`src/mct_pkg.sv`:
```
// Package with timing constants and types for the machine cycle sequencer
package mct_pkg;
  localparam int unsigned OSC_DIVIDE     = 3;
  localparam int unsigned STATES_PER_CYC = 5;
  localparam logic [1:0]  DIV_LAST       = 2'h2;
  localparam logic [1:0]  DIV_RESET      = 2'h0;
  localparam logic        CLKOUT_RESET   = 1'b0;
  localparam int unsigned PC_WIDTH       = 12;
  localparam int unsigned NIBBLE_WIDTH   = 4;
  localparam logic [11:0] PC_RESET       = 12'h000;
  localparam logic [7:0]  TIMER_RESET    = 8'h00;

  typedef enum logic [4:0] {
    MCT_S1 = 5'h01,
    MCT_S2 = 5'h02,
    MCT_S3 = 5'h04,
    MCT_S4 = 5'h08,
    MCT_S5 = 5'h10
  } mct_state_t;
endpackage

```
`src/mct_phase_if.sv`:
```
// Interface carrying the divider tick between the prescaler and the sequencer
`timescale 1ns/10ps
`default_nettype none
interface mct_phase_if;
  logic tick;
  logic phase_mid;
  modport src (output tick, output phase_mid);
  modport dst (input tick, input phase_mid);
endinterface
`default_nettype wire

```
`src/mct_prescaler.sv`:
```
// Divide-by-three prescaler that marks each basic clock cycle
`timescale 1ns/10ps
`default_nettype none
module mct_prescaler
  import mct_pkg::*;
(
  // Clock and control
  input  wire logic  clock,
  input  wire logic  rst_n,
  input  wire logic  clk_en,
  // Phase output
  mct_phase_if.src   ph
);
  logic [1:0] div_reg;
  logic [1:0] div_next;

  always_comb begin
    div_next = (div_reg == DIV_LAST) ? DIV_RESET : div_reg + 2'h1;
  end

  always_ff @(posedge clock) begin
    if (!rst_n) begin
      div_reg <= DIV_RESET;
    end else if (clk_en) begin
      div_reg <= div_next;
    end
  end

  // Tick marks the oscillator cycle that closes a basic clock cycle
  assign ph.tick      = clk_en && (div_reg == DIV_LAST);
  assign ph.phase_mid = (div_reg == DIV_RESET);
endmodule
`default_nettype wire

```
`src/mct_sequencer.sv`:
```
// Timing and control sequencer: five machine states per instruction cycle
`timescale 1ns/10ps
`default_nettype none
// Contract
// - Basic clock cycle is the oscillator frequency divided by three.
// - Each basic clock cycle is one machine state.
// - Instruction cycle is five consecutive states, repeating without end.
// - Test pin outputs basic clock only after clock-output enable instruction.
// - Reset disables clock output; test pin becomes an input.
// - Address latch strobe produced once per machine cycle, continually.
// - Expander write drives low nibble of second port in state five.
// - External fetch presents valid instruction address in the designated state.
// - Dedicated expander strobe generated beside read, write, program store, latch strobes.
module mct_sequencer
  import mct_pkg::*;
(
  // Clock, reset, enable
  input  wire logic                    clock,
  input  wire logic                    rst_n,
  input  wire logic                    clk_en,
  // Instruction decode hints
  input  wire logic                    clock_out_enable_instr,
  input  wire logic                    expander_move_instr,
  input  wire logic                    two_cycle_instr,
  input  wire logic                    external_fetch,
  input  wire logic                    bus_read_req,
  input  wire logic                    bus_write_req,
  input  wire logic                    timer_run,
  input  wire logic [NIBBLE_WIDTH-1:0] expander_data,
  input  wire logic [PC_WIDTH-1:0]     jump_target,
  input  wire logic                    jump_taken,
  // Test pin
  input  wire logic                    test_clock_pin_in,
  output logic                         test_clock_pin_out,
  output logic                         test_clock_pin_oe,
  output logic                         test_input_level,
  // Strobes
  output logic                         address_latch_strobe,
  output logic                         program_store_strobe_n,
  output logic                         read_strobe_n,
  output logic                         write_strobe_n,
  output logic                         expander_strobe,
  // Second port low nibble and address
  output logic [NIBBLE_WIDTH-1:0]      second_io_port_out,
  output logic                         second_io_port_oe,
  output logic [PC_WIDTH-1:0]          fetch_address,
  // Sequencer status
  output logic [4:0]                   machine_state,
  output logic                         second_cycle,
  output logic                         opcode_fetch,
  output logic                         timer_increment,
  output logic                         port_action,
  output logic [7:0]                   timer_count
);
  mct_phase_if ph ();

  mct_prescaler u_prescaler (
    .clock (clock),
    .rst_n (rst_n),
    .clk_en(clk_en),
    .ph    (ph)
  );

  // Sequencer state
  mct_state_t              st_reg, st_next;
  logic                    cyc2_reg, cyc2_next;
  logic                    clkout_reg, clkout_next;
  logic                    tclk_reg, tclk_next;
  logic [2:0]              tsync_reg, tsync_next;
  logic                    tlevel_reg, tlevel_next;
  logic                    ale_reg, ale_next;
  logic                    pstb_n_reg, pstb_n_next;
  logic                    rd_n_reg, rd_n_next;
  logic                    wr_n_reg, wr_n_next;
  logic                    xstb_reg, xstb_next;
  logic [NIBBLE_WIDTH-1:0] nib_reg, nib_next;
  logic                    p2oe_reg, p2oe_next;
  logic [PC_WIDTH-1:0]     pc_reg, pc_next;
  logic [PC_WIDTH-1:0]     faddr_reg, faddr_next;
  logic                    fetch_reg, fetch_next;
  logic                    tinc_reg, tinc_next;
  logic                    port_reg, port_next;
  logic [7:0]              timer_reg, timer_next;

  always_comb begin
    st_next     = st_reg;
    cyc2_next   = cyc2_reg;
    clkout_next = clkout_reg;
    tclk_next   = tclk_reg;
    tsync_next  = {tsync_reg[1:0], test_clock_pin_in};
    tlevel_next = (tsync_reg[2] == tsync_reg[1]) ? tsync_reg[2] : tlevel_reg;
    ale_next    = ale_reg;
    pstb_n_next = pstb_n_reg;
    rd_n_next   = rd_n_reg;
    wr_n_next   = wr_n_reg;
    xstb_next   = xstb_reg;
    nib_next    = nib_reg;
    p2oe_next   = p2oe_reg;
    pc_next     = pc_reg;
    faddr_next  = faddr_reg;
    fetch_next  = 1'b0;
    tinc_next   = 1'b0;
    port_next   = 1'b0;
    timer_next  = timer_reg;
    // Basic clock toggles mid-cycle so the test pin shows a divide-by-three wave
    if (ph.phase_mid) begin
      tclk_next = 1'b1;
    end
    if (ph.tick) begin
      tclk_next = 1'b0;
      unique case (st_reg)
        MCT_S1: begin
          st_next   = MCT_S2;
          ale_next  = 1'b0;
          pstb_n_next = 1'b1;
          if (!cyc2_reg || two_cycle_instr) begin
            fetch_next = 1'b1;
          end
        end
        MCT_S2: begin
          st_next = MCT_S3;
          if (!cyc2_reg) begin
            pc_next = pc_reg + 12'h001;
          end
          rd_n_next = !(cyc2_reg && bus_read_req);
        end
        MCT_S3: begin
          st_next   = MCT_S4;
          rd_n_next = 1'b1;
          if (cyc2_reg && two_cycle_instr) begin
            pc_next = jump_taken ? jump_target : pc_reg + 12'h001;
          end
          if (!cyc2_reg && expander_move_instr) begin
            xstb_next = 1'b1;
          end
          if (!cyc2_reg && bus_write_req) begin
            wr_n_next = 1'b0;
          end
        end
        MCT_S4: begin
          st_next   = MCT_S5;
          wr_n_next = 1'b1;
          if (!cyc2_reg) begin
            tinc_next = 1'b1;
            if (timer_run) begin
              timer_next = timer_reg + 8'h01;
            end
            // Nibble stands for all of S5 so it is settled before the strobe falls
            if (expander_move_instr) begin
              nib_next  = expander_data;
              p2oe_next = 1'b1;
            end
          end
        end
        MCT_S5: begin
          st_next   = MCT_S1;
          cyc2_next = !cyc2_reg && two_cycle_instr;
          // Address is set up here so it is stable before the latch strobe falls
          ale_next   = 1'b1;
          faddr_next = pc_reg;
          pstb_n_next = !external_fetch;
          // Cleared every S5 so a move dropped mid-cycle cannot leave the strobe stuck
          xstb_next  = 1'b0;
          if (!cyc2_reg) begin
            port_next = 1'b1;
          end
          if (!cyc2_reg && clock_out_enable_instr) begin
            clkout_next = 1'b1;
          end
        end
        default: begin
          st_next = MCT_S1;
        end
      endcase
    end
    if (ph.tick && st_reg == MCT_S1 && !expander_move_instr) begin
      p2oe_next = 1'b0;
    end
  end

  always_ff @(posedge clock) begin
    if (!rst_n) begin
      st_reg     <= MCT_S1;
      cyc2_reg   <= 1'b0;
      clkout_reg <= CLKOUT_RESET;
      tclk_reg   <= 1'b0;
      tsync_reg  <= 3'h0;
      tlevel_reg <= 1'b0;
      ale_reg    <= 1'b0;
      pstb_n_reg <= 1'b1;
      rd_n_reg   <= 1'b1;
      wr_n_reg   <= 1'b1;
      xstb_reg   <= 1'b0;
      nib_reg    <= 4'h0;
      p2oe_reg   <= 1'b0;
      pc_reg     <= PC_RESET;
      faddr_reg  <= PC_RESET;
      fetch_reg  <= 1'b0;
      tinc_reg   <= 1'b0;
      port_reg   <= 1'b0;
      timer_reg  <= TIMER_RESET;
    end else if (clk_en) begin
      st_reg     <= st_next;
      cyc2_reg   <= cyc2_next;
      clkout_reg <= clkout_next;
      tclk_reg   <= tclk_next;
      tsync_reg  <= tsync_next;
      tlevel_reg <= tlevel_next;
      ale_reg    <= ale_next;
      pstb_n_reg <= pstb_n_next;
      rd_n_reg   <= rd_n_next;
      wr_n_reg   <= wr_n_next;
      xstb_reg   <= xstb_next;
      nib_reg    <= nib_next;
      p2oe_reg   <= p2oe_next;
      pc_reg     <= pc_next;
      faddr_reg  <= faddr_next;
      fetch_reg  <= fetch_next;
      tinc_reg   <= tinc_next;
      port_reg   <= port_next;
      timer_reg  <= timer_next;
    end
  end

  assign test_clock_pin_out     = tclk_reg;
  assign test_clock_pin_oe      = clkout_reg;
  assign test_input_level       = tlevel_reg;
  assign address_latch_strobe   = ale_reg;
  assign program_store_strobe_n = pstb_n_reg;
  assign read_strobe_n          = rd_n_reg;
  assign write_strobe_n         = wr_n_reg;
  assign expander_strobe        = xstb_reg;
  assign second_io_port_out     = nib_reg;
  assign second_io_port_oe      = p2oe_reg;
  assign fetch_address          = faddr_reg;
  assign machine_state          = st_reg;
  assign second_cycle           = cyc2_reg;
  assign opcode_fetch           = fetch_reg;
  assign timer_increment        = tinc_reg;
  assign port_action            = port_reg;
  assign timer_count            = timer_reg;
endmodule
`default_nettype wire

```
`config.mk`:
```
export PLATFORM = sky130hd
export DESIGN_NAME = mct_sequencer
export DESIGN_NICKNAME = d
export VERILOG_FILES = /design/src/mct_pkg.sv /design/src/mct_phase_if.sv /design/src/mct_prescaler.sv /design/src/mct_sequencer.sv
export SDC_FILE = /design/constraint.sdc
export NUM_CORES = 1
export LEC_CHECK = 0
export ABC_AREA = 1
export ABC_CLOCK_PERIOD_IN_PS = 1400
export BUFFER_PORTS_ARGS = -buffer_cell sky130_fd_sc_hd__buf_2
export CAP_MARGIN = 20
export CORE_UTILIZATION = 48
export DETAILED_ROUTE_END_ITERATION = 7
export GPL_TIMING_DRIVEN = 0
export HOLD_SLACK_MARGIN = 0.06
export PLACE_DENSITY = 0.76
export SETUP_SLACK_MARGIN = 0.4
export SYNTH_ARGS = -nofsm -noshare
export SYNTH_HDL_FRONTEND = slang
export SYNTH_SLANG_ARGS = --single-unit
```
`constraint.sdc`:
```
create_clock -name clock -period 1.4 [get_ports clock]
set_input_delay 0.21 -clock clock [delete_from_list [all_inputs] [get_ports clock]]
set_output_delay 0.21 -clock clock [all_outputs]
set_load 0.01 [all_outputs]
```
Word-level counts from Yosys, hierarchy flattened
Index checks and enable logic that the tools add are counted.
{"block": "word_totals", "reg_bits": 59, "in_bits": 28, "word_cells": 100}
{"block": "classes", "addsub": 3, "eq_ne": 12, "mux": 28, "n_bitwise": 1, "n_reduce_logical": 36}
{"operator": "12-bit 2-to-1 mux", "count": 3}
{"operator": "12-bit one-hot mux with 2 select lines", "count": 1}
{"operator": "5-bit one-hot mux with 4 select lines", "count": 1}
{"operator": "5-bit AND reduction", "count": 4}
{"operator": "1-bit 2-to-1 mux", "count": 17}
{"operator": "2-bit nonzero test", "count": 8}
{"operator": "12-bit by 1-bit adder with 12-bit output (second input constant)", "count": 1}
{"operator": "4-bit AND reduction", "count": 3}
{"operator": "1-bit one-hot mux with 2 select lines", "count": 5}
{"operator": "1-bit logical AND", "count": 9}
{"operator": "3-bit AND reduction", "count": 3}
{"operator": "8-bit by 1-bit adder with 8-bit output (second input constant)", "count": 1}
{"operator": "2-bit != test (second input constant)", "count": 4}
{"operator": "2-bit AND reduction", "count": 3}
{"operator": "5-bit by 1-bit equality test with 1-bit output (second input constant)", "count": 1}
{"operator": "5-bit by 2-bit equality test with 1-bit output (second input constant)", "count": 1}
{"operator": "5-bit by 3-bit equality test with 1-bit output (second input constant)", "count": 1}
{"operator": "5-bit by 4-bit equality test with 1-bit output (second input constant)", "count": 1}
{"operator": "5-bit equality test (second input constant)", "count": 1}
{"operator": "1-bit zero test", "count": 4}
{"operator": "2-bit by 1-bit adder with 2-bit output (second input constant)", "count": 1}
{"operator": "2-bit equality test (second input constant)", "count": 1}
{"operator": "2-bit zero test", "count": 1}
{"operator": "2-bit 2-to-1 mux", "count": 1}
{"operator": "4 further kinds", "count": 4}

Logic depth before layout (Yosys ltp)
Gate-level depths: netlist of the first run.
{"block": "logic_depth", "depth_word": 6, "depth_mapped": 11}

Cells and area by module
A second synthesis of the first run with hierarchy kept.
{"block": "hier_totals", "cells_unflattened": 396, "hier_area_um2": 2756.4}
{"module": "mct_sequencer", "n_inst": 1, "cells_each": 382, "area_per_inst_um2": 2667.6, "seq_area_each_um2": 1141.1}
{"module": "mct_prescaler", "n_inst": 1, "cells_each": 14, "area_per_inst_um2": 88.8, "seq_area_each_um2": 40.0}

Worst setup path before layout of the first run
Ideal clock, no wire load.
{"block": "synth_timing", "kind": "reg2reg", "startpoint": "register st_reg[2] (netlist: machine_state[2])", "endpoint": "register pc_reg[10]", "setup_ns": 0.129, "arrival_ns": 1.358, "required_time_ns": 1.271, "slack_ns": -0.087, "path_stages_with_launch": 11, "path_buffers": 1, "cell_sequence": "dfxtp_1 inv_2 nor2_2 inv_2 nor2_8 nand2_2 a21oi_2 buf_6 nor2_1 nor2_1 nor2_1"}
{"block": "synth_between", "elab_chain_len": 3, "word_cells_on_any_way": 7, "cone_classes": "eq/ne: 4; mux: 1; reduce/logical: 2"}
{"element": "start, declared", "line_no": "mct_sequencer.sv:65", "rtl": "mct_state_t st_reg, st_next;"}
{"element": "start signal, assigned", "line_no": "mct_sequencer.sv:203", "rtl": "st_reg <= st_next;"}
{"element": "5-bit by 3-bit equality test with 1-bit output or 5-bit by 2-bit equality test with 1-bit output (tied branches)", "line_no": "mct_sequencer.sv:111", "rtl": "unique case (st_reg)"}
{"element": "2-bit != test (no line) or 2-bit nonzero test (tied branches)"}
{"element": "5-bit AND reduction (no line)"}
{"element": "end signal, assigned", "line_no": "mct_sequencer.sv:216", "rtl": "pc_reg <= pc_next;"}
{"element": "end, declared", "line_no": "mct_sequencer.sv:78", "rtl": "logic [PC_WIDTH-1:0] pc_reg, pc_next;"}
Parallel ways exist; a longest one is shown, timed or not.
A chain may end at the register's enable or synchronous reset.

Worst setup path after layout of the first run
{"block": "layout_timing", "startpoint": "register st_reg[2] (netlist: machine_state[2])", "endpoint": "register pc_reg[5]"}
The elaborated chain is that of the path after synthesis.

==> impl_metrics.yaml, run 1 <==
timing:
  drv_slew: 0
  hold_ws_ns: 0.0883
  finalClockSkew_ns: 0.00931
  rsz0062_at_grt: "yes"
  worst_pin_slew_ns: 0.642
  fin_crit_ns: 1.56
  worst_slack_ns: -0.156
  post-route-period-util: 1.11
  hold_viol: 0
  setup_violations: 40
  slew_headroom: 0.572
  maxClockFrequency_ghz: 0.643
logic_synthesis:
  ys_types: 32
  synth_area_sq_um: 2820
  synth_nets: 421
  synth-seq-cells: 59
  yosysSeqAreaShare: 0.419
  syn_area_per_cell_sq_um: 7.21
  syn_inst: 391
  yosysWarnings: 0
floorplanning:
  initial_utilization: 0.506
  rows: 27
  die_x_um: 78.7
  die-area_sq_um: 6190
  fp.coreArea_sq_um: 5570
  die_h_um: 78.7
  pin_count: 70
worst_setup_path:
  crit_family: "simple AND/OR/NAND/NOR gates"
  cp_num_buf_inv: 1
  cpMostUsedCell: "nand2_1"
  worst_path_max_delay_cell: "dfxtp_4"
  required_ns: 1.67
  cpPeakStageDelay_ns: 0.37
  worst_setup_path_start_kind: "register"
  worstPathArrival_ns: 1.82
  crit_type: "reg -> reg"
  path_cells: "nor2_1, nand4_1, nand2_1, inv_2, nand2_4, nand2_1, a21oi_2"
  cp_max_fo: 9
  end_kind: "register"
detailed_routing:
  drt-wirelength-per-cell_um: 15.7
  drtIter0Drc: 232
  wl_um: 9280
  vias: 3185
  ant_nets: 0
  firstDrtPassIters: 5
  vias_per_cell: 5.40
  drc_errors: 0
global_routing:
  antenna_found_initial: 0
  track_usage: 0.291
  grt_max_degree: 11
  overflow: 0
  grt_pass1_wl_um: 13800
  grt_pass1_vias: 2886
clocking:
  cts_max_path_buffers: 2
  h-tree-depth: 3
  cts_tree: "done"
  cts_made_buffers: 9
  holdBufCountCts: 0
  clock-sinks: 59
  clk_latency_ns: 0.34
  path_clk_slew_ns: 0.07
  cts_root_buf: "clkbuf_8"
cells_and_area:
  fin_nets: 543
  drive_gt1_frac: 0.461
  final_core_util: 0.788
  syn_to_final_growth_pct: 55.7
  diodes: 0
outcome:
  violations: "negative setup slack"
  status: "finished with violations"
placement:
  dp_hpwl_um: 5180
  pre_cts_ws_ns: -0.187
  io_buffers: 69
  gp_congestion: 0.918
power:
  power.density_nw_per_um2: 821
  leakagePower_nw: 1.92
  ir_worst_vdd_uv: 733
worst_hold_path:
  hold_path_class: "in -> reg"
job:
  max_cap_viol_count: 0
-- final timing paths --
path         depth (start not counted)               endpoint                from  slack, ns
max                                  7              pc_reg[5]    machine_state[2]      -0.16
min                                  3  second_io_port_out[1]    expander_data[1]       0.09
max reg2reg                          7              pc_reg[5]    machine_state[2]      -0.16
min reg2reg                          2     test_clock_pin_out  test_clock_pin_out       0.47
-- cells in the final DEF (no fill, tap or decap), drive strengths merged --
cell type,n
a211oi,1
a21oi,39
buf,118
bufinv,1
clkbuf,16
clkinv,1
clkinvlp,1
dfxtp,59
ha,2
inv,35
nand2,89
nand3,29
nand3b,3
nand4,6
nor2,66
nor3,1
nor4,1
o211ai,1
o21a,1
o21ai,38
or2,4
xnor2,2
xor2,4
-- layout make-up --
type | count | area [sq um]
fill | 370 | 1180
tap | 72 | 90.1
clock inverter | 3 | 42.5
inverter | 35 | 146
clock buffer | 13 | 180
timing repair buffer | 111 | 995
sequential | 59 | 1260
multi-input combinational | 287 | 1600
buffer | 10 | 77.6
-- what timing repair did --
| item | CTS | global route |
|---|---|---|
| buffers inserted | 24 | 13 |
| endpoints found under the hold margin | 0 | 0 |
| setup endpoints to repair | 91 | 95 |
| pin swaps | 12 | 6 |
| cloned | 5 | 0 |
| resized for setup | 116 | 37 |
-- synthesized netlist by cell type, drive strengths merged --
| cell type | count | area [sq um] |
|---|---|---|
| nor3 | 1 | 5.00 |
| clkbuf | 3 | 11.3 |
| nor4 | 1 | 6.26 |
| xor2 | 4 | 35.0 |
| nand2 | 89 | 349 |
| o21a | 1 | 7.51 |
| dfxtp | 59 | 1180 |
| inv | 35 | 131 |
| nand3b | 3 | 22.5 |
| or2 | 4 | 25.0 |
| o21ai | 38 | 194 |
| buf | 7 | 56.3 |
| o211ai | 1 | 7.51 |
| a21oi | 39 | 210 |
| ha | 2 | 25.0 |
| nand3 | 29 | 173 |
| xnor2 | 2 | 17.5 |
| a211oi | 1 | 7.51 |
| nor2 | 66 | 303 |
| nand4 | 6 | 52.6 |
-- logic make-up (layout without fill, tap and decap cells) --
family                   after synthesis  count (layout)  synth area share
AO/OA/AOI/OAI                         80              80             0.151
XOR/XNOR                               6               6            0.0186
adder cells (fa/ha/maj)                2               2           0.00887
buffers and inverters                 45             172            0.0705
flip-flops                            59              59             0.419
AND/OR/NAND/NOR                      199             199             0.332
-- per-layer routing --
metal	track usage	routed length (um)
met1	0.367	3820
met2	0.490	4590
met3	0.0488	600
met4	0.115	268
met5	0	0
-- metrics by stage --
| step | cells | total power, W | setup TNS (ns) | cell area, sq um |
|---|---|---|---|---|
| after CTS | 577 | 0.00358 | -0.735 | 4150 |
| after global routing | 590 | 0.00370 | -6.45 | 4390 |
| after floorplan | 391 | 0.00182 | -0.00234 | 2890 |
| after detailed placement | 532 | 0.00189 | -2.31 | 3320 |
| after global placement | 532 | 0.00189 | -1.81 | 3320 |
| final | 590 | 0.00361 | -2.60 | 4390 |
-- power breakdown --
group | internal (W) | switching, W | total (W)
Sequential | 0.00168 | 0.0000174 | 0.00170
Combinational | 0.0000788 | 0.000108 | 0.000187
Clock | 0.00103 | 0.000694 | 0.00172
-- worst reg2reg max path, stage by stage, from the launching register on --
cell	delay (ns)
dfxtp_4	0.37
nor2_1	0.25
nand4_1	0.17
nand2_1	0.20
inv_2	0.11
nand2_4	0.14
nand2_1	0.10
a21oi_2	0.14
Note: power is estimated with default switching activity, not from simulation.
==> inputs of run 2 (changes only) <==
--- a/config.mk
+++ b/config.mk
@@ -9,12 +9,13 @@
 export ABC_CLOCK_PERIOD_IN_PS = 1400
 export BUFFER_PORTS_ARGS = -buffer_cell sky130_fd_sc_hd__buf_2
 export CAP_MARGIN = 20
-export CORE_UTILIZATION = 48
+export CORE_UTILIZATION = 40
 export DETAILED_ROUTE_END_ITERATION = 7
 export GPL_TIMING_DRIVEN = 0
 export HOLD_SLACK_MARGIN = 0.06
-export PLACE_DENSITY = 0.76
+export PLACE_DENSITY = 0.65
 export SETUP_SLACK_MARGIN = 0.4
+export SKIP_CTS_REPAIR_TIMING = 1
 export SYNTH_ARGS = -nofsm -noshare
 export SYNTH_HDL_FRONTEND = slang
 export SYNTH_SLANG_ARGS = --single-unit
==> impl_metrics.yaml, run 2 (synthesized netlist as in run 1, its figures left out) <==
outcome:
  status: "finished with violations"
  violations: "negative setup slack"
clocking:
  path_clk_slew_ns: 0.07
  cts_tree: "done"
  cts_root_buf: "clkbuf_8"
  clk_latency_ns: 0.35
  h-tree-depth: 3
  clock-sinks: 59
  cts_max_path_buffers: 2
  cts_made_buffers: 9
worst_setup_path:
  cpPeakStageDelay_ns: 0.35
  rr_startpoint: "machine_state[1]"
  path_cells: "nor2_4, nand2_4, nor2_8, nand2_4, a21oi_4, buf_6, nor2_1, nor2_1, nor2_1"
  cpMostUsedCell: "nor2_1"
  end_kind: "register"
  worstPathArrival_ns: 1.71
  worst_path_max_delay_cell: "dfxtp_2"
  cp_num_buf_inv: 1
  crit_family: "simple AND/OR/NAND/NOR gates"
  required_ns: 1.62
  rrSetupSlack_ns: -0.09
  worst_setup_path_start_kind: "register"
  cp_max_fo: 5
  crit_type: "reg -> reg"
  cp-startpoint: "machine_state[1]"
timing:
  post-route-period-util: 1.06
  maxClockFrequency_ghz: 0.671
  setup_violations: 39
  drv_slew: 0
  worst_pin_slew_ns: 0.671
  hold_viol: 0
  rsz0062_at_grt: "yes"
  fin_crit_ns: 1.49
  hold_ws_ns: 0.0772
  slew_headroom: 0.553
  finalClockSkew_ns: 0.00681
  worst_slack_ns: -0.0900
power:
  leakagePower_nw: 1.80
  ir_worst_vdd_uv: 619
  power.density_nw_per_um2: 848
cells_and_area:
  diodes: 0
  mostFrequentLayoutCells: "nand2_1 (80), nor2_1 (52), buf_6 (44)"
  final_core_util: 0.612
  syn_to_final_growth_pct: 47.3
  fin_nets: 525
  drive_gt1_frac: 0.428
  multiInputGateArea_sq_um: 1560
  layout_commonest_cell: "nand2_1"
  fin_cells: 596
  fillers: 610
  seqCellArea_sq_um: 1260
global_routing:
  grt_pass1_wl_um: 12600
  antenna_found_initial: 0
  grt_max_degree: 12
  grt_pass1_vias: 2605
  overflow: 0
  track_usage: 0.219
placement:
  gp_congestion: 0.846
  dp_hpwl_um: 5350
  place_inst: 556
  pre_cts_ws_ns: -0.168
  io_buffers: 69
floorplanning:
  rows: 30
  die_h_um: 86.0
  initial_utilization: 0.415
  die-area_sq_um: 7390
  pin_count: 70
  fp.coreArea_sq_um: 6790
  die_x_um: 86.0
detailed_routing:
  drtIter0Drc: 136
  drc_errors: 0
  drt-wirelength-per-cell_um: 14.0
  wl_um: 8360
  vias_per_cell: 4.96
  ant_nets: 0
  vias: 2956
  firstDrtPassIters: 5
worst_hold_path:
  hold_path_class: "in -> reg"
  hold_start: "expander_data[3]"
job:
  max_cap_viol_count: 0
-- run 2: final timing paths --
kind                                 to  cells after the start
setup / recovery             pc_reg[10]                      9
setup reg to reg             pc_reg[10]                      9
hold / removal    second_io_port_out[3]                      3
hold reg to reg       test_clock_pin_oe                      2
-- run 2: worst reg2reg max path: stages (launching register included) --
cell and delay, ns:
dfxtp_2 0.35, nor2_4 0.15, nand2_4 0.09, nor2_8 0.17
nand2_4 0.09, a21oi_4 0.19, buf_6 0.15, nor2_1 0.04
nor2_1 0.07, nor2_1 0.04
-- run 2: power breakdown --
| part | switching [W] | internal [W] |
|---|---|---|
| combinational | 0.000101 | 0.0000686 |
| sequential | 0.0000175 | 0.00168 |
| clock | 0.000735 | 0.000922 |
-- run 2: cell type report --
cell class | count | share of cell area
multi-input cells | 287 | 0.376
flip-flops and latches | 59 | 0.303
repair buffers | 93 | 0.188
clock buffers | 10 | 0.0358
inverters | 35 | 0.0334
well taps | 96 | 0.0289
plain buffers | 10 | 0.0196
clock inverters | 6 | 0.0151
-- run 2: metal layers --
| layer | vias to the layer above | part of all wire | global-route usage |
|---|---|---|---|
| li1 | 1492 | - | - |
| met1 | 1345 | 0.44 | 0.293 |
| met2 | 93 | 0.48 | 0.348 |
| met3 | 26 | 0.055 | 0.0587 |
| met4 | 0 | 0.028 | 0.0621 |
| met5 | - | 0 | 0 |
-- run 2: through the flow --
stage	setup TNS, ns	cell area [sq um]	power [W]
5_1_grt	-4.98	4160	0.00363
6_report	-1.61	4160	0.00352
4_1_cts	-2.53	3560	0.00353
3_3_place_gp	-2.23	3350	0.00189
3_5_place_dp	-3.15	3350	0.00190
2_1_floorplan	-0.00234	2890	0.00182
